**config.mk**
```make
export PLATFORM = sky130hd
export DESIGN_NAME = isf_core
export DESIGN_NICKNAME = d
export VERILOG_FILES = /design/src/hw/isf_pkg.sv /design/src/hw/isf_core.sv
export SDC_FILE = /design/constraint.sdc
export NUM_CORES = 1
export LEC_CHECK = 0
export BUFFER_PORTS_ARGS = -buffer_cell sky130_fd_sc_hd__buf_2
export CAP_MARGIN = 20
export CORE_UTILIZATION = 62
export DETAILED_ROUTE_END_ITERATION = 8
export HOLD_SLACK_MARGIN = 0.08
export PLACE_DENSITY = 0.86
export SLEW_MARGIN = 10
export SYNTH_ARGS = -nofsm -noshare
export SYNTH_HDL_FRONTEND = slang
export SYNTH_SLANG_ARGS = --single-unit
```
**constraint.sdc**
```tcl
create_clock -name sys_clk -period 5.9 [get_ports sys_clk]
set_input_delay 1.77 -clock sys_clk [delete_from_list [all_inputs] [get_ports sys_clk]]
set_output_delay 1.77 -clock sys_clk [all_outputs]
set_load 0.05 [all_outputs]
```
**src/hw/isf_pkg.sv**
```systemverilog
package isf_pkg;
  // Register indices; byte address is index times four
  localparam logic [7:0] ADDR_STATUS_IDX = 8'h0a;
  localparam logic [7:0] ADDR_INTERRUPT_CONTROL_IDX   = 8'h0b;
  localparam logic [7:0] ADDR_CORE_IDX   = 8'h0c;
  localparam logic [7:0] ADDR_EVENT_IDX  = 8'h0d;
  localparam logic [7:0] ADDR_ALU_IDX    = 8'h0e;
  localparam logic [7:0] ADDR_RES_IDX    = 8'h0f;
  localparam int         IDX_LSB         = 2;
  // Status bits
  localparam int ST_C   = 0;
  localparam int ST_AC  = 1;
  localparam int ST_Z   = 2;
  localparam int ST_OV  = 3;
  localparam int ST_PD  = 4;
  localparam int ST_TO  = 5;
  localparam logic [7:0] ST_WMASK = 8'h0f;
  // Interrupt control bits
  localparam int IC_GIE = 0;
  localparam int IC_EEN = 1;
  localparam int IC_T0E = 2;
  localparam int IC_T1E = 3;
  localparam int IC_EF  = 4;
  localparam int IC_T0F = 5;
  localparam int IC_T1F = 6;
  localparam logic [7:0] IC_WMASK = 8'h7f;
  localparam logic [7:0] RESET_ZERO = 8'h00;
  // Vectors
  localparam logic [7:0] VEC_EXT  = 8'h04;
  localparam logic [7:0] VEC_TMR0 = 8'h08;
  localparam logic [7:0] VEC_TMR1 = 8'h0c;
  // Stack depth for the largest family member
  localparam logic [3:0] STACK_DEPTH = 4'h8;
  // Phase pulse divider: one phase-two pulse every four clocks
  localparam logic [1:0] PHASE_LAST = 2'h3;
  // Event register bits (write one to fire)
  localparam int EV_CALL  = 0;
  localparam int EV_RET   = 1;
  localparam int EV_RETURN_FROM_IRQ  = 2;
  localparam int EV_HALT  = 3;
  localparam int EV_WDCLR = 4;
  localparam int EV_WDTO  = 5;
  localparam int EV_WAKE  = 6;

  typedef enum logic [3:0] {
    ISF_OP_ADD, ISF_OP_ADC, ISF_OP_SUB, ISF_OP_SBC, ISF_OP_DAA,
    ISF_OP_AND, ISF_OP_OR, ISF_OP_XOR, ISF_OP_CPL, ISF_OP_RL,
    ISF_OP_RR, ISF_OP_RLC, ISF_OP_RRC, ISF_OP_INC, ISF_OP_DEC
  } isf_op_e;

  typedef struct packed {
    logic [7:0] adr;
    logic [7:0] dat;
    logic       we;
  } isf_req_s;

  typedef struct packed {
    logic [7:0] res;
    logic       c;
    logic       ac;
    logic       z;
    logic       ov;
  } isf_alu_s;
endpackage

```
**src/hw/isf_core.sv**
```systemverilog
// What this block does
// Falling external pin edge sets external flag
// External service calls 04h, clears flag, global
// Timer 0 overflow flag; service calls 08h
// Timer 1 works alike, enable bit3 flag6
// Full stack blocks acknowledge, flag stays pending
// Entry and call push program counter only
// In service, hold until return or re-enable
// Return-from-irq pops and sets global enable
// Sample between phase pulses, service on second
// Priority external, timer 0, timer 1
// Bits 0..2 global, external, timer 0 enables
// Flags stay set until serviced or cleared
// Interrupt control bit 7 reads zero
// Status writes change only four ALU flags
// Carry from add, no-borrow, rotate-through
// Half carry from low nibble
// Zero flag on zero result
// Overflow when carries in, out differ
// Powerdown cleared by watchdog clear, set halt
// Timeout cleared by clear or halt, set by watchdog
// Full eight-bit ALU operation set
// Pre-set flag disables that source's wake
// Reset clears all enables and flags
//
// Register access over Wishbone is this design's own decision.
`timescale 1ns/1ps
module isf_core (
  input  wire logic       sys_clk,
  input  wire logic       arst_n,
  input  wire logic [7:0] wb_adr_i,
  input  wire logic [31:0] wb_dat_i,
  output logic      [31:0] wb_dat_o,
  input  wire logic       wb_we_i,
  input  wire logic [3:0] wb_sel_i,
  input  wire logic       wb_cyc_i,
  input  wire logic       wb_stb_i,
  output logic            wb_ack_o,
  input  wire logic       ext_irq_pin,
  input  wire logic       tmr0_ovf,
  input  wire logic       tmr1_ovf,
  output logic            irq_call,
  output logic      [7:0] irq_vector,
  output logic            pc_push,
  output logic            pc_pop,
  output logic            wake_req
);
  // Bus request packed for decode
  isf_pkg::isf_req_s req;
  logic              wr_en;
  logic              rd_en;
  logic [7:0]        idx;
  assign idx = wb_adr_i >> isf_pkg::IDX_LSB;
  assign req = '{adr: idx, dat: wb_dat_i[7:0], we: wb_we_i};
  assign wr_en = wb_cyc_i & wb_stb_i & ~wb_ack_o & req.we & wb_sel_i[0];
  assign rd_en = wb_cyc_i & wb_stb_i & ~wb_ack_o & ~req.we;

  function automatic logic hit(input logic [7:0] a, input logic [7:0] r);
    hit = (a == r);
  endfunction

  logic [7:0] status_q;
  logic [7:0] interrupt_control_q;
  logic [3:0] sp_q;
  logic [1:0] phase_q;
  logic       phase_two_pulse;
  logic       pin_q;
  logic       in_service_q;
  logic       halted_q;
  logic [2:0] wake_mask_q;
  logic [7:0] alu_a_q;
  logic [7:0] alu_b_q;
  logic [3:0] alu_op_q;
  logic       alu_go_q;
  logic [2:0] pend_q;
  logic       ev_wr;
  logic [7:0] ev;
  isf_pkg::isf_alu_s alu;

  assign ev_wr = wr_en & hit(req.adr, isf_pkg::ADDR_EVENT_IDX);
  assign ev = ev_wr ? req.dat : isf_pkg::RESET_ZERO;

  // Phase divider gives one-cycle phase-two enable
  always_ff @(posedge sys_clk or negedge arst_n) begin
    if (!arst_n) begin
      phase_q <= '0;
    end else begin
      phase_q <= phase_q + 2'h1;
    end
  end
  assign phase_two_pulse = (phase_q == isf_pkg::PHASE_LAST);

  // Pin history for edge detect; pin taken as synchronous
  always_ff @(posedge sys_clk or negedge arst_n) begin
    if (!arst_n) begin
      pin_q <= 1'b1;
    end else begin
      pin_q <= ext_irq_pin;
    end
  end

  // Source events and enabled-pending view
  logic [2:0] src_set;
  logic [2:0] ena;
  logic [2:0] flg;
  logic       stack_full;
  logic       take;
  logic [1:0] sel;
  assign src_set = {tmr1_ovf, tmr0_ovf, pin_q & ~ext_irq_pin};
  assign ena = {interrupt_control_q[isf_pkg::IC_T1E], interrupt_control_q[isf_pkg::IC_T0E],
                interrupt_control_q[isf_pkg::IC_EEN]};
  assign flg = {interrupt_control_q[isf_pkg::IC_T1F], interrupt_control_q[isf_pkg::IC_T0F],
                interrupt_control_q[isf_pkg::IC_EF]};
  assign stack_full = (sp_q == isf_pkg::STACK_DEPTH);

  // Requests raised between phase pulses are latched on the next one, serviced on the second
  always_ff @(posedge sys_clk or negedge arst_n) begin
    if (!arst_n) begin
      pend_q <= '0;
    end else if (phase_two_pulse) begin
      pend_q <= flg & ena;
    end
  end

  // Only sources still flagged and enabled may win the priority pick
  logic [2:0] rdy;
  logic       pushing;
  logic       popping;
  assign rdy = pend_q & flg & ena;

  // Global enable gates all; full stack blocks acknowledge
  assign take = phase_two_pulse & interrupt_control_q[isf_pkg::IC_GIE] & ~stack_full
                & ~halted_q & |rdy;
  assign sel = rdy[0] ? 2'd0 : rdy[1] ? 2'd1 : 2'd2;

  // One stack move a cycle; an empty stack is never popped
  assign pushing = (take | ev[isf_pkg::EV_CALL]) & ~stack_full;
  assign popping = (ev[isf_pkg::EV_RET] | ev[isf_pkg::EV_RETURN_FROM_IRQ])
                   & (sp_q != 4'h0) & ~pushing;

  // Interrupt control register; hardware set wins over clear
  logic [7:0] interrupt_control_d;
  always_comb begin
    interrupt_control_d = interrupt_control_q;
    if (wr_en && hit(req.adr, isf_pkg::ADDR_INTERRUPT_CONTROL_IDX)) begin
      interrupt_control_d = req.dat & isf_pkg::IC_WMASK;
    end
    if (take) begin
      interrupt_control_d[isf_pkg::IC_GIE] = 1'b0;
      interrupt_control_d[isf_pkg::IC_EF + 32'(sel)] = 1'b0;
    end
    if (ev[isf_pkg::EV_RETURN_FROM_IRQ]) begin
      interrupt_control_d[isf_pkg::IC_GIE] = 1'b1;
    end
    if (src_set[0]) interrupt_control_d[isf_pkg::IC_EF] = 1'b1;
    if (src_set[1]) interrupt_control_d[isf_pkg::IC_T0F] = 1'b1;
    if (src_set[2]) interrupt_control_d[isf_pkg::IC_T1F] = 1'b1;
  end

  always_ff @(posedge sys_clk or negedge arst_n) begin
    if (!arst_n) begin
      interrupt_control_q <= isf_pkg::RESET_ZERO;
    end else begin
      interrupt_control_q <= interrupt_control_d;
    end
  end

  // Stack level: entry and call push PC only, returns pop
  always_ff @(posedge sys_clk or negedge arst_n) begin
    if (!arst_n) begin
      sp_q <= '0;
    end else begin
      if (pushing) begin
        sp_q <= sp_q + 4'h1;
      end else if (popping) begin
        sp_q <= sp_q - 4'h1;
      end
    end
  end

  // Service flag: cleared by return or by software re-enable
  always_ff @(posedge sys_clk or negedge arst_n) begin
    if (!arst_n) begin
      in_service_q <= 1'b0;
    end else if (take) begin
      in_service_q <= 1'b1;
    end else if (ev[isf_pkg::EV_RETURN_FROM_IRQ] || interrupt_control_q[isf_pkg::IC_GIE]) begin
      in_service_q <= 1'b0;
    end
  end

  // Call strobe and vector to the sequencer
  always_ff @(posedge sys_clk or negedge arst_n) begin
    if (!arst_n) begin
      irq_call   <= 1'b0;
      irq_vector <= isf_pkg::RESET_ZERO;
      pc_push    <= 1'b0;
      pc_pop     <= 1'b0;
    end else begin
      irq_call <= take;
      pc_push  <= pushing;
      pc_pop   <= popping;
      if (take) begin
        case (sel)
          2'd0:    irq_vector <= isf_pkg::VEC_EXT;
          2'd1:    irq_vector <= isf_pkg::VEC_TMR0;
          default: irq_vector <= isf_pkg::VEC_TMR1;
        endcase
      end
    end
  end

  // Halt state and wake mask of flags already set at halt
  always_ff @(posedge sys_clk or negedge arst_n) begin
    if (!arst_n) begin
      halted_q    <= 1'b0;
      wake_mask_q <= '0;
      wake_req    <= 1'b0;
    end else begin
      wake_req <= halted_q & |(src_set & ~wake_mask_q);
      if (ev[isf_pkg::EV_HALT]) begin
        halted_q    <= 1'b1;
        wake_mask_q <= flg;
      end else if (ev[isf_pkg::EV_WAKE] || wake_req) begin
        halted_q <= 1'b0;
      end
    end
  end

  // ALU operand registers, written by software
  always_ff @(posedge sys_clk or negedge arst_n) begin
    if (!arst_n) begin
      alu_a_q  <= '0;
      alu_b_q  <= '0;
      alu_op_q <= '0;
      alu_go_q <= 1'b0;
    end else begin
      alu_go_q <= 1'b0;
      if (wr_en && hit(req.adr, isf_pkg::ADDR_ALU_IDX)) begin
        alu_a_q  <= wb_dat_i[7:0];
        alu_b_q  <= wb_dat_i[15:8];
        alu_op_q <= wb_dat_i[19:16];
        alu_go_q <= 1'b1;
      end
    end
  end

  // Eight-bit ALU with flag generation
  always_comb begin
    logic [8:0] s;
    logic [4:0] h;
    logic [8:0] d;
    logic       cin;
    s = '0;
    h = '0;
    d = '0;
    cin = status_q[isf_pkg::ST_C];
    alu.c  = status_q[isf_pkg::ST_C];
    alu.ac = status_q[isf_pkg::ST_AC];
    alu.ov = status_q[isf_pkg::ST_OV];
    case (isf_pkg::isf_op_e'(alu_op_q))
      isf_pkg::ISF_OP_ADD, isf_pkg::ISF_OP_ADC: begin
        s = {1'b0, alu_a_q} + {1'b0, alu_b_q}
            + {8'h00, alu_op_q == 4'(isf_pkg::ISF_OP_ADC) & cin};
        h = {1'b0, alu_a_q[3:0]} + {1'b0, alu_b_q[3:0]}
            + {4'h0, alu_op_q == 4'(isf_pkg::ISF_OP_ADC) & cin};
      end
      isf_pkg::ISF_OP_SUB, isf_pkg::ISF_OP_SBC: begin
        // No-borrow form: a plus not b plus carry-in
        s = {1'b0, alu_a_q} + {1'b0, ~alu_b_q}
            + {8'h00, alu_op_q == 4'(isf_pkg::ISF_OP_SUB) | cin};
        h = {1'b0, alu_a_q[3:0]} + {1'b0, ~alu_b_q[3:0]}
            + {4'h0, alu_op_q == 4'(isf_pkg::ISF_OP_SUB) | cin};
      end
      isf_pkg::ISF_OP_DAA: begin
        d = {1'b0, alu_a_q};
        if (d[3:0] > 4'h9 || status_q[isf_pkg::ST_AC]) d = d + 9'h006;
        if (d[8:4] > 5'h09 || cin) d = d + 9'h060;
        s = {d[8] | cin, d[7:0]};
      end
      isf_pkg::ISF_OP_AND: s = {cin, alu_a_q & alu_b_q};
      isf_pkg::ISF_OP_OR:  s = {cin, alu_a_q | alu_b_q};
      isf_pkg::ISF_OP_XOR: s = {cin, alu_a_q ^ alu_b_q};
      isf_pkg::ISF_OP_CPL: s = {cin, ~alu_a_q};
      isf_pkg::ISF_OP_RL:  s = {cin, alu_a_q[6:0], alu_a_q[7]};
      isf_pkg::ISF_OP_RR:  s = {cin, alu_a_q[0], alu_a_q[7:1]};
      isf_pkg::ISF_OP_RLC: s = {alu_a_q, cin};
      isf_pkg::ISF_OP_RRC: s = {alu_a_q[0], cin, alu_a_q[7:1]};
      isf_pkg::ISF_OP_INC: s = {cin, alu_a_q + 8'h01};
      isf_pkg::ISF_OP_DEC: s = {cin, alu_a_q - 8'h01};
      default:             s = {cin, alu_a_q};
    endcase
    alu.res = s[7:0];
    alu.z   = (s[7:0] == 8'h00);
    alu.c   = s[8];
    if (alu_op_q <= 4'(isf_pkg::ISF_OP_SBC)) begin
      alu.ac = h[4];
      alu.ov = s[8] ^ (alu_a_q[7] ^ (alu_op_q >= 4'(isf_pkg::ISF_OP_SUB)
               ? ~alu_b_q[7] : alu_b_q[7]) ^ s[7]);
    end
  end

  // Status: writes touch only the ALU flags
  always_ff @(posedge sys_clk or negedge arst_n) begin
    if (!arst_n) begin
      status_q <= isf_pkg::RESET_ZERO;
    end else begin
      if (wr_en && hit(req.adr, isf_pkg::ADDR_STATUS_IDX)) begin
        status_q <= (status_q & ~isf_pkg::ST_WMASK)
                    | (req.dat & isf_pkg::ST_WMASK);
      end else if (alu_go_q) begin
        status_q[isf_pkg::ST_C]  <= alu.c;
        status_q[isf_pkg::ST_AC] <= alu.ac;
        status_q[isf_pkg::ST_Z]  <= alu.z;
        status_q[isf_pkg::ST_OV] <= alu.ov;
      end
      if (ev[isf_pkg::EV_HALT]) begin
        status_q[isf_pkg::ST_PD] <= 1'b1;
        status_q[isf_pkg::ST_TO] <= 1'b0;
      end else if (ev[isf_pkg::EV_WDCLR]) begin
        status_q[isf_pkg::ST_PD] <= 1'b0;
        status_q[isf_pkg::ST_TO] <= 1'b0;
      end else if (ev[isf_pkg::EV_WDTO]) begin
        status_q[isf_pkg::ST_TO] <= 1'b1;
      end
    end
  end

  // ALU result held for readback
  logic [7:0] res_q;
  always_ff @(posedge sys_clk or negedge arst_n) begin
    if (!arst_n) begin
      res_q <= '0;
    end else if (alu_go_q) begin
      res_q <= alu.res;
    end
  end

  // Wishbone slave: one-cycle ack, unmapped reads zero
  always_ff @(posedge sys_clk or negedge arst_n) begin
    if (!arst_n) begin
      wb_ack_o <= 1'b0;
      wb_dat_o <= '0;
    end else begin
      wb_ack_o <= wb_cyc_i & wb_stb_i & ~wb_ack_o;
      if (rd_en) begin
        case (req.adr)
          isf_pkg::ADDR_STATUS_IDX: wb_dat_o <= {24'h0, status_q};
          isf_pkg::ADDR_INTERRUPT_CONTROL_IDX:   wb_dat_o <= {24'h0, interrupt_control_q};
          isf_pkg::ADDR_CORE_IDX:   wb_dat_o <= {24'h0, in_service_q,
                                      halted_q, 2'h0, sp_q};
          isf_pkg::ADDR_RES_IDX:    wb_dat_o <= {24'h0, res_q};
          default:                  wb_dat_o <= '0;
        endcase
      end
    end
  end
endmodule

```
=== Yosys cells after proc, flatten, opt, wreduce, memory -nomap -nowiden ===
Index checks and enable logic that the tools add are counted.

* Output and inout port bits: 45
* Flip-flop bits (word level): 105
* Bits of input ports: 52

* Bitwise gates (word level): 44
* Reduce and logical (&&, ||, !) cells: 25
* Magnitude comparators: 6
* Equal/unequal tests: 23
* Multiplexer cells: 36
* Add/sub/neg operators: 16

{| class="wikitable"
|+ Operators with widths
! cell !! count
|-
| 9-bit case mux with 13 select lines || 1
|-
| 6-bit by 4-bit == test with 1-bit output, second input constant || 6
|-
| 9-bit two-way mux || 4
|-
| 4-bit == test, second input constant || 8
|-
| 8-bit case mux with 4 select lines || 1
|-
| 8-bit inverter || 3
|-
| 8-bit by 8-bit adder with 9-bit output || 2
|-
| 9-bit by 1-bit adder with 9-bit output || 2
|-
| 1-bit bitwise AND || 16
|-
| 8-bit bitwise AND || 2
|-
| 4-bit by 3-bit == test with 1-bit output, second input constant || 4
|-
| 1-bit two-way mux || 16
|-
| 4-bit two-way mux || 4
|-
| 8-bit two-way mux || 2
|-
| 3-bit bitwise AND || 4
|-
| 4-bit by 4-bit adder with 5-bit output || 2
|-
| 5-bit by 1-bit adder with 5-bit output || 2
|-
| 5-bit case mux with 2 select lines || 1
|-
| 2-bit nonzero test || 5
|-
| 8-bit by 3-bit adder with 9-bit output, second input constant || 1
|-
| 9-bit by 7-bit adder with 9-bit output, second input constant || 1
|-
| 8-bit by 1-bit adder with 8-bit output, second input constant || 1
|-
| 4-bit by 2-bit == test with 1-bit output, second input constant || 2
|-
| 8-bit zero test || 1
|-
| other kinds (35) || 59
|}

=== Logic depth before layout (Yosys ltp) ===
Gate-level depths: netlist of run 1.

* Depth in word-level cells: 15
* Mapped depth: 16
* Depth with buffers taken out: 13

=== Least setup slack after synthesis of run 1 ===
No wires, ideal clock.

* Path kind: input to register
* From: input port wb_adr_i[2]
* To: register sp_q[3]
* Setup slack: 2.000 ns
* Setup time: 0.080 ns
* Data required time: 5.820 ns
* Data arrival time: 3.820 ns
* Buffers on the path: 1
* Stages: 10
* Cells stage by stage: clkbuf_1 > nand2_1 > nor4_4 > nand2_1 > a22o_1 > ha_1 > a21o_1 > a21oi_1 > mux2i_1 > xnor2_1

* Longest elaborated chain between the ends: 8
* Elaborated cells on any way between the ends: 11
* Classes of those cells: 1 x eq/ne; 2 x mux; 7 x bitwise; 1 x reduce/logical

{| class="wikitable"
|+ Ends and longest elaborated chain
! item !! line !! source
|-
| from (decl) || isf_core.sv:31 || <nowiki>input wire logic [7:0] wb_adr_i,</nowiki>
|-
| 6-bit by 4-bit == test with 1-bit output * || isf_core.sv:59 || <nowiki>hit = (a == r);</nowiki>
|-
| 1-bit bitwise AND * || isf_core.sv:80 || <nowiki>assign ev_wr = wr_en & hit(req.adr, isf_pkg::ADDR_EVENT_IDX);</nowiki>
|-
| 7-bit two-way mux * || isf_core.sv:81 || <nowiki>assign ev = ev_wr ? req.dat : isf_pkg::RESET_ZERO;</nowiki>
|-
| 1-bit OR || isf_core.sv:137 || <nowiki>assign pushing = (take | ev[isf_pkg::EV_CALL]) & ~stack_full;</nowiki>
|-
| 1-bit bitwise AND || isf_core.sv:137 ||
|-
| 1-bit inverter || isf_core.sv:139 || <nowiki>& (sp_q != 4'h0) & ~pushing;</nowiki>
|-
| 1-bit bitwise AND || isf_core.sv:139 ||
|-
| 2-bit nonzero test (no line) || - ||
|-
| to (signal assigned) || isf_core.sv:174 || <nowiki>sp_q <= sp_q + 4'h1;</nowiki>
|-
| to (signal assigned) || isf_core.sv:176 || <nowiki>sp_q <= sp_q - 4'h1;</nowiki>
|-
| to (decl) || isf_core.sv:64 || <nowiki>logic [3:0] sp_q;</nowiki>
|}

Every way passes the cells marked *; elsewhere a longest branch is shown, timed or not.
A chain may end at the register's enable or synchronous reset.

=== Final worst setup path of run 1 ===
* From: input port wb_stb_i
* To: register sp_q[3]

* Longest elaborated chain between the ends: 11
* Elaborated cells on any way between the ends: 14
* Classes of those cells: 2 x mux; 11 x bitwise; 1 x reduce/logical

{| class="wikitable"
|+ Ends and longest elaborated chain
! item !! line !! source
|-
| from (decl) || isf_core.sv:37 || <nowiki>input wire logic wb_stb_i,</nowiki>
|-
| 1-bit bitwise AND * (4 in a row) || isf_core.sv:55 || <nowiki>assign wr_en = wb_cyc_i & wb_stb_i & ~wb_ack_o & req.we & wb_sel_i[0];</nowiki>
|-
| 1-bit bitwise AND * || isf_core.sv:80 ||
|-
| 7-bit two-way mux * || isf_core.sv:81 ||
|-
| 1-bit OR || isf_core.sv:137 ||
|-
| 1-bit bitwise AND || isf_core.sv:137 ||
|-
| 1-bit inverter || isf_core.sv:139 ||
|-
| 1-bit bitwise AND || isf_core.sv:139 ||
|-
| 2-bit nonzero test (no line) || - ||
|}

Marked as above.

==> results.md, run 1 <==
- Ports: 97
- EDFF count, synth: 0
- Setup crit start kind: input pin
- Clk_skew: 0.00984 ns
- Worst slew pin tran: 0.859 ns
- DIE AREA: 9980 sq um
- Post-route antenna net violation count: 0
- Crit. End Element: register
- Wl on met1: 7000 microns
- Worst EP required: 6.19 ns
- Port Buffers: 49
- Top delay family on crit path: simple AND/OR/NAND/NOR gates
- Vias: 5,552
- Post-Place Cells: 834
- Max_cap viols: 0
- Mapped Area: 5940 sq um
- R2R depth: 13
- Post-CTS sizing: 0
- Final #Nets: 810
- Hold Buf Count CTS: 0
- Final core utilization: 68.0%
- Post-synth ARST share: 100%
- #FFs+latches synth: 73
- Top routing layer in use: met4
- Outcome: completed
- RSZ-0062 raised after global routing: false
- Synthesis Warnings: 0
- Final setup vio count: 0
- Hold Worst Slack: 0.427 ns
- Metal3 WL: 1930 microns
- Skew-Pair Late Insertion Delay: 0.36 ns
- Hold Crit Depth: 1
- Starting density of the core: 64.0%
- Die Wd: 99.9 microns
- Pleak: 2.88 nW
- DR pass1 iterations: 7
- Die Y: 99.9 microns
- All-layer global routing usage: 35.5%
- Clock-pin slew on the worst setup and hold paths: 0.08 ns
- Worst hold endpoint: phase_q[0]$_DFF_PN0_
- Postcts setup bufs: 0
- Row cnt: 35
- R2R setup slack: 2.04 ns
- Inserted Diodes: 0
- Syn Inst Count: 690
- Num CTS Buffers: 9
- Avg Inst Size Synth: 8.62 sq um
- Period minus WS final: 4.13 ns
- Met2 WL: 7470 microns
- Max Freq: 242 MHz
- Initial antenna violation count: 0
- Root Buffer: clkbuf_8
- Routed length per placed instance: 19.7 microns
- Routed vias/inst: 6.52
- CP max stage delay: 0.57 ns
- Gr ovfl total: 0
- Critical Path Fanout Max: 8
- Worst hold path type: register to register
- CTS tree: yes
- Hold_sp: phase_q[0]$_DFF_PN0_
- Hpwl dp: 12,100 microns
- Worst R2R End: status_q[2]$_DFFE_PN0P_
- Distinct cells, synth: 82
- Highest-delay cell along the critical path: nor4_4
- Largest net degree at the start of global routing: 46
- Clock sinks: 73
- Worst VDD drop: 0.163 mV
- Total detailed-routing wirelength: 16,800 microns
- Worst slew margin: 42.6%
- Post-route cell area: 6310 sq um
- First-pass GRT wire length: 27,000 microns
- Worst EP arrival: 4.42 ns
- Placed cell area: 6050 sq um
- Final period util: 70.0%
- RD Place Congestion: 1.01
- Critical path, cell by cell: buf_2 > and3b_1 > nand3_1 > nor4_4 > nand2_1 > a22o_1 > ha_1 > a21o_1 > a21oi_1 > mux2i_1 > xnor2_1
- DRC Markers: 0
- Reg2Reg Launch Point: alu_op_q[1]$_DFFE_PN0P_
- Pins Over Slew Limit: 0
- Core area: 9280 sq um
- H-Tree Depth: 3
- Finished Layout Cells: 852
- CTS max path bufs: 2
- Share of layout cells above drive strength 1: 14.7%
- Area growth from synthesis to layout: 6.13%
- Setup TNS: 0 ns
- DRT iter0 DRCs: 722
- Worst path buffer plus inverter count: 1
- Register area share after synthesis: 30.8%
- Critical path class: input pin to register
- Power Density: 209 nW/um^2
- Main flop type after synthesis: dfrtp_1
- Final hold violation count: 0
- Fill cell count: 773
- Vias in the first global route: 5,090
-- kinds of logic (layout without fill, tap and decap cells) --
kind of cell,Yosys count,in the layout,synth area share [%]
mux,25,25,4.55
flops,73,73,30.8
other cells,1,30,0.0631
buf+inv,110,114,10.4
simple gates,224,224,19.1
compound gates,197,197,22.8
xor+xnor,20,20,3.18
fa+ha+maj,40,40,9.18
-- area by class of cell --
class	count	area (sq um)	area share, %
multi-input combinational	536	3610	57.3
clock buffer	10	128	2.02
clock inverter	6	90.1	1.43
inverter	40	150	2.38
tap	129	161	2.56
timing repair buffer	58	339	5.37
sequential	73	1830	29.0
-- synthesized netlist by cell type, drive strengths merged (13+ instances only) --
cell type	count	area, sq um
nand2	74	278
dfrtp	72	1800
o21ai	62	310
buf	54	408
nor2	48	180
inv	40	150
ha	34	425
a21oi	25	125
nand3	19	95.1
nor2b	17	106
clkbuf	16	60.1
nand2b	14	87.6
a31oi	13	81.3
mux2	13	150
-- worst register-to-register path, delay by kind of cell (launching register included) --
family / cells / cell delay, ns
AO/OA/AOI/OAI: 5 / 1.30
adder cells (fa/ha/maj): 2 / 0.87
AND/OR/NAND/NOR: 4 / 0.66
flip-flops: 1 / 0.54
buffers and inverters: 2 / 0.42
-- how the worst max path moves through the flow --
stage	slack [ns]	endpoint	cells after the start	from
after floorplan	2.00	sp_q[3]$_DFFE_PN0P_	10	wb_adr_i[2]
after global placement	1.73	sp_q[3]$_DFFE_PN0P_	11	wb_stb_i
after detailed placement	1.62	sp_q[3]$_DFFE_PN0P_	11	wb_stb_i
after CTS	1.81	sp_q[3]$_DFFE_PN0P_	11	wb_stb_i
after global routing	1.64	sp_q[3]$_DFFE_PN0P_	11	wb_stb_i
final	1.77	sp_q[3]$_DFFE_PN0P_	11	wb_stb_i
-- routing by layer --
layer  vias to the layer above  GRT usage (%)
li1                       2475              -
met1                      2638           51.5
met2                       387           52.6
met3                        52           8.57
met4                         0           10.7
met5                         -              0
-- per-stage QoR --
stage          setup WS [ns]  power [mW]
6_report                1.77        1.32
3_3_place_gp            1.73       0.852
4_1_cts                 1.81        1.30
3_5_place_dp            1.62       0.858
5_1_grt                 1.64        1.36
2_1_floorplan           2.00       0.789
-- registers in the layout (all words and copies together) (netlist names) --
register	count
alu_a_q	8
alu_b_q	8
interrupt_control_q	8
res_q	8
wb_dat_o	8
status_q	6
alu_op_q	4
sp_q	4
pend_q	3
wake_mask_q	3
irq_vector	2
phase_q	2
alu_go_q	1
halted_q	1
in_service_q	1
irq_call	1
pc_pop	1
pc_push	1
pin_q	1
wake_req	1
wb_ack_o	1
-- report_power, final --
group	leakage [nW]	switching (mW)	total, mW	internal, mW
Clock	0.107	0.211	0.451	0.240
Sequential	0.878	0.0251	0.540	0.515
Combinational	1.89	0.213	0.325	0.112
Total	2.88	0.448	1.32	0.867
-- cells in the final DEF, fill, tap and decap left out, drive strengths merged, types with 19 or more instances in the layout --
master,count
nand2,74
dfrtp,72
o21ai,62
buf,57
nor2,48
inv,41
ha,34
conb,30
a21oi,25
nand3,19
Power figures use the tool's default switching activity.
==> run 2, diff against run 1 <==
Settings changed: CORE_UTILIZATION 62 to 52, PLACE_DENSITY 0.86 to 0.76.
Clock period 5.9 ns to 3.66 ns, I/O delays scaled along.
==> run 2 against run 1 <==
Routed wire length up 0.12%. Via count down 3.5%. Die area up 19%. Clock skew down 0.0015 ns. Sequential power up 58%. Worst setup slack worse by 1.5 ns. Sequential share of layout area down 0.78 points. Design area up 2.8%. Hold slack better by 0.037 ns. Critical path type is now register to register. Largest power group is now the clock network.
==> results.md, run 2 (synthesized netlist as in run 1, its figures left out) <==
- Postcts setup bufs: 0 (unchanged)
- Final hold violation count: 0 (unchanged)
- DRC Markers: 0 (unchanged)
- Final #Nets: 823 (+1.6%)
- CTS tree: yes
- Port Buffers: 49 (unchanged)
- DR pass1 iterations: 5 (-2)
- CTS max path bufs: 2 (unchanged)
- Worst hold path type: register to register
- NetSw: 0.728 mW (+62%)
- Pleak: 2.97 nW (+3.3%)
- Most frequent cells in the layout: 74 x nand2_1, 72 x dfrtp_1, 58 x o21ai_0
- Clock share of power: 39.3% (+5.0 points)
- Final period util: 91.8%
- Gr ovfl total: 0 (unchanged)
- Vias: 5,356 (-3.5%)
- Clock-pin slew on the worst setup and hold paths: 0.06 ns (-0.02 ns)
- Inserted Diodes: 0 (unchanged)
- H-Tree Depth: 3 (unchanged)
- Die Wd: 109 microns (+9.0%)
- Worst EP required: 3.88 ns (-2.31 ns)
- Commonest non-fill, non-tap cell in the layout: nand2_1
- Outcome: completed
- Hpwl dp: 12,500 microns (+3.6%)
- Period minus WS final: 3.36 ns
- Critical path class: register to register
- Share of layout cells above drive strength 1: 16.3% (+1.6 points)
- RD Place Congestion: 1.03 (+1.4%)
- Routed length per placed instance: 19.2 microns (-2.6%)
- Sw Share: 31.7% (-2.3 points)
- DIE AREA: 11,900 sq um (+19%)
- Setup TNS: 0 ns (unchanged)
- Largest net degree at the start of global routing: 74 (+61%)
- Vias in the first global route: 5,069 (-0.41%)
- Worst slew margin: 36.9% (-5.7 points)
- First-pass GRT wire length: 27,000 microns (-0.23%)
- Hold Buf Count CTS: 0 (unchanged)
- Max_cap viols: 0 (unchanged)
- Row cnt: 38 (+8.6%)
- Crit. End Element: register
- Core area: 11,000 sq um (+18%)
- Clk_skew: 0.00830 ns (-0.00154 ns)
- Initial antenna violation count: 0 (unchanged)
- Hold Worst Slack: 0.464 ns (+0.0372 ns)
- Power Density: 354 nW/um^2 (+70%)
- Num CTS Buffers: 9 (unchanged)
- Combinational Power Share: 23.4% (-1.3 points)
- Clock sinks: 73 (unchanged)
- RSZ-0062 raised after global routing: false
- Pins Over Slew Limit: 0 (unchanged)
- Root Buffer: clkbuf_16
- All-layer global routing usage: 30.3% (-5.2 points)
- Critical Path Fanout Max: 31 (+23)
- Worst VDD drop: 0.374 mV (+130%)
- Ports: 97 (unchanged)
- Starting density of the core: 54.1% (-9.9 points)
- Max Freq: 297 MHz
- Worst slew pin tran: 0.947 ns (+0.0875 ns)
- Routed vias/inst: 6.11 (-6.2%)
- DRT iter0 DRCs: 615 (-15%)
- Post-route antenna net violation count: 0 (unchanged)
- Final setup vio count: 0 (unchanged)
- Pint: 1.56 mW (+80%)
- Total detailed-routing wirelength: 16,800 microns (+0.12%)
- Die Y: 109 microns (+9.0%)
- Post-CTS sizing: 0 (unchanged)
- Area growth from synthesis to layout: 9.05%
- Seq pwr share: 37.3% (-3.8 points)
- Worst EP arrival: 3.58 ns (-0.84 ns)
- Skew-Pair Late Insertion Delay: 0.34 ns (-0.02 ns)
- Setup crit start kind: register
==> run 2: cell count changes in the layout (fill, tap and decap cells not counted), sizes merged <==
cell    delta
bufinv     -1
buf       +14
clkinv     +1
clkbuf     -1
==> run 2: stage by stage <==
step                total power, mW  util [%]  area [sq um]  setup WS [ns]  cells
finish                         2.29      59.0          6480          0.299    876
detailed placement             1.39      56.3          6180          0.302    860
CTS                            2.30      59.0          6480          0.344    876
floorplan                      1.27         -          6050          0.294    719
global route                   2.39      59.0          6480         0.0435    876
global placement               1.38      56.3          6180          0.353    860
==> run 2: power by group through the flow <==
| stage | combinational (mW) | clock (mW) | sequential (mW) |
|---|---|---|---|
| 3_5_place_dp | 0.522 | 0 | 0.869 |
| 6_report | 0.536 | 0.901 | 0.855 |
| 4_1_cts | 0.526 | 0.915 | 0.854 |
| 3_3_place_gp | 0.512 | 0 | 0.867 |
| 5_1_grt | 0.580 | 0.948 | 0.857 |
| 2_1_floorplan | 0.405 | 0 | 0.867 |
==> run 2: worst paths after layout <==
path / slack (ns) / cells past startpoint / start / to
worst min register to register: 0.46 / 1 / phase_q[0]$_DFF_PN0_ / phase_q[0]$_DFF_PN0_
worst max-delay path: 0.30 / 12 / alu_op_q[2]$_DFFE_PN0P_ / res_q[5]$_DFFE_PN0P_
worst max register to register: 0.30 / 12 / alu_op_q[2]$_DFFE_PN0P_ / res_q[5]$_DFFE_PN0P_
worst min-delay path: 0.46 / 1 / phase_q[0]$_DFF_PN0_ / phase_q[0]$_DFF_PN0_
min in group asynchronous: 0.88 / 1 / arst_n / alu_b_q[1]$_DFFE_PN0P_
max in group asynchronous: 2.13 / 1 / arst_n / interrupt_control_q[3]$_DFFE_PN0P_
==> run 2: critical path, cell delays in order (launching register included) <==
cell and delay [ns]:
dfrtp_1 0.34, buf_4 0.31, nand4b_1 0.29, inv_1 0.26, ha_1 0.27, a21oi_1 0.26
o2111ai_1 0.18, xnor2_1 0.35, o2111ai_1 0.15, nand3b_1 0.23, o21ai_1 0.18, a2bb2oi_1 0.12
mux2_2 0.28
==> run 2: metal layers <==
metal | GRT usage (%) | vias to the layer above | part of all wire (%)
met2 | 44.0 | 265 | 45
met4 | 10.3 | 0 | 2.3
met3 | 5.74 | 32 | 8.7
li1 | - | 2501 | -
met1 | 44.7 | 2558 | 44
met5 | 0 | - | 0
==> run 2: final cells by class <==
class	instances	area, sq um
Fill cell	959	4500
Clock inverter	6	65.1
Inverter	40	150
Sequential cell	73	1830
Timing Repair Buffer	71	413
Clock buffer	10	239
Multi-Input combinational cell	536	3610
Tap cell	140	175
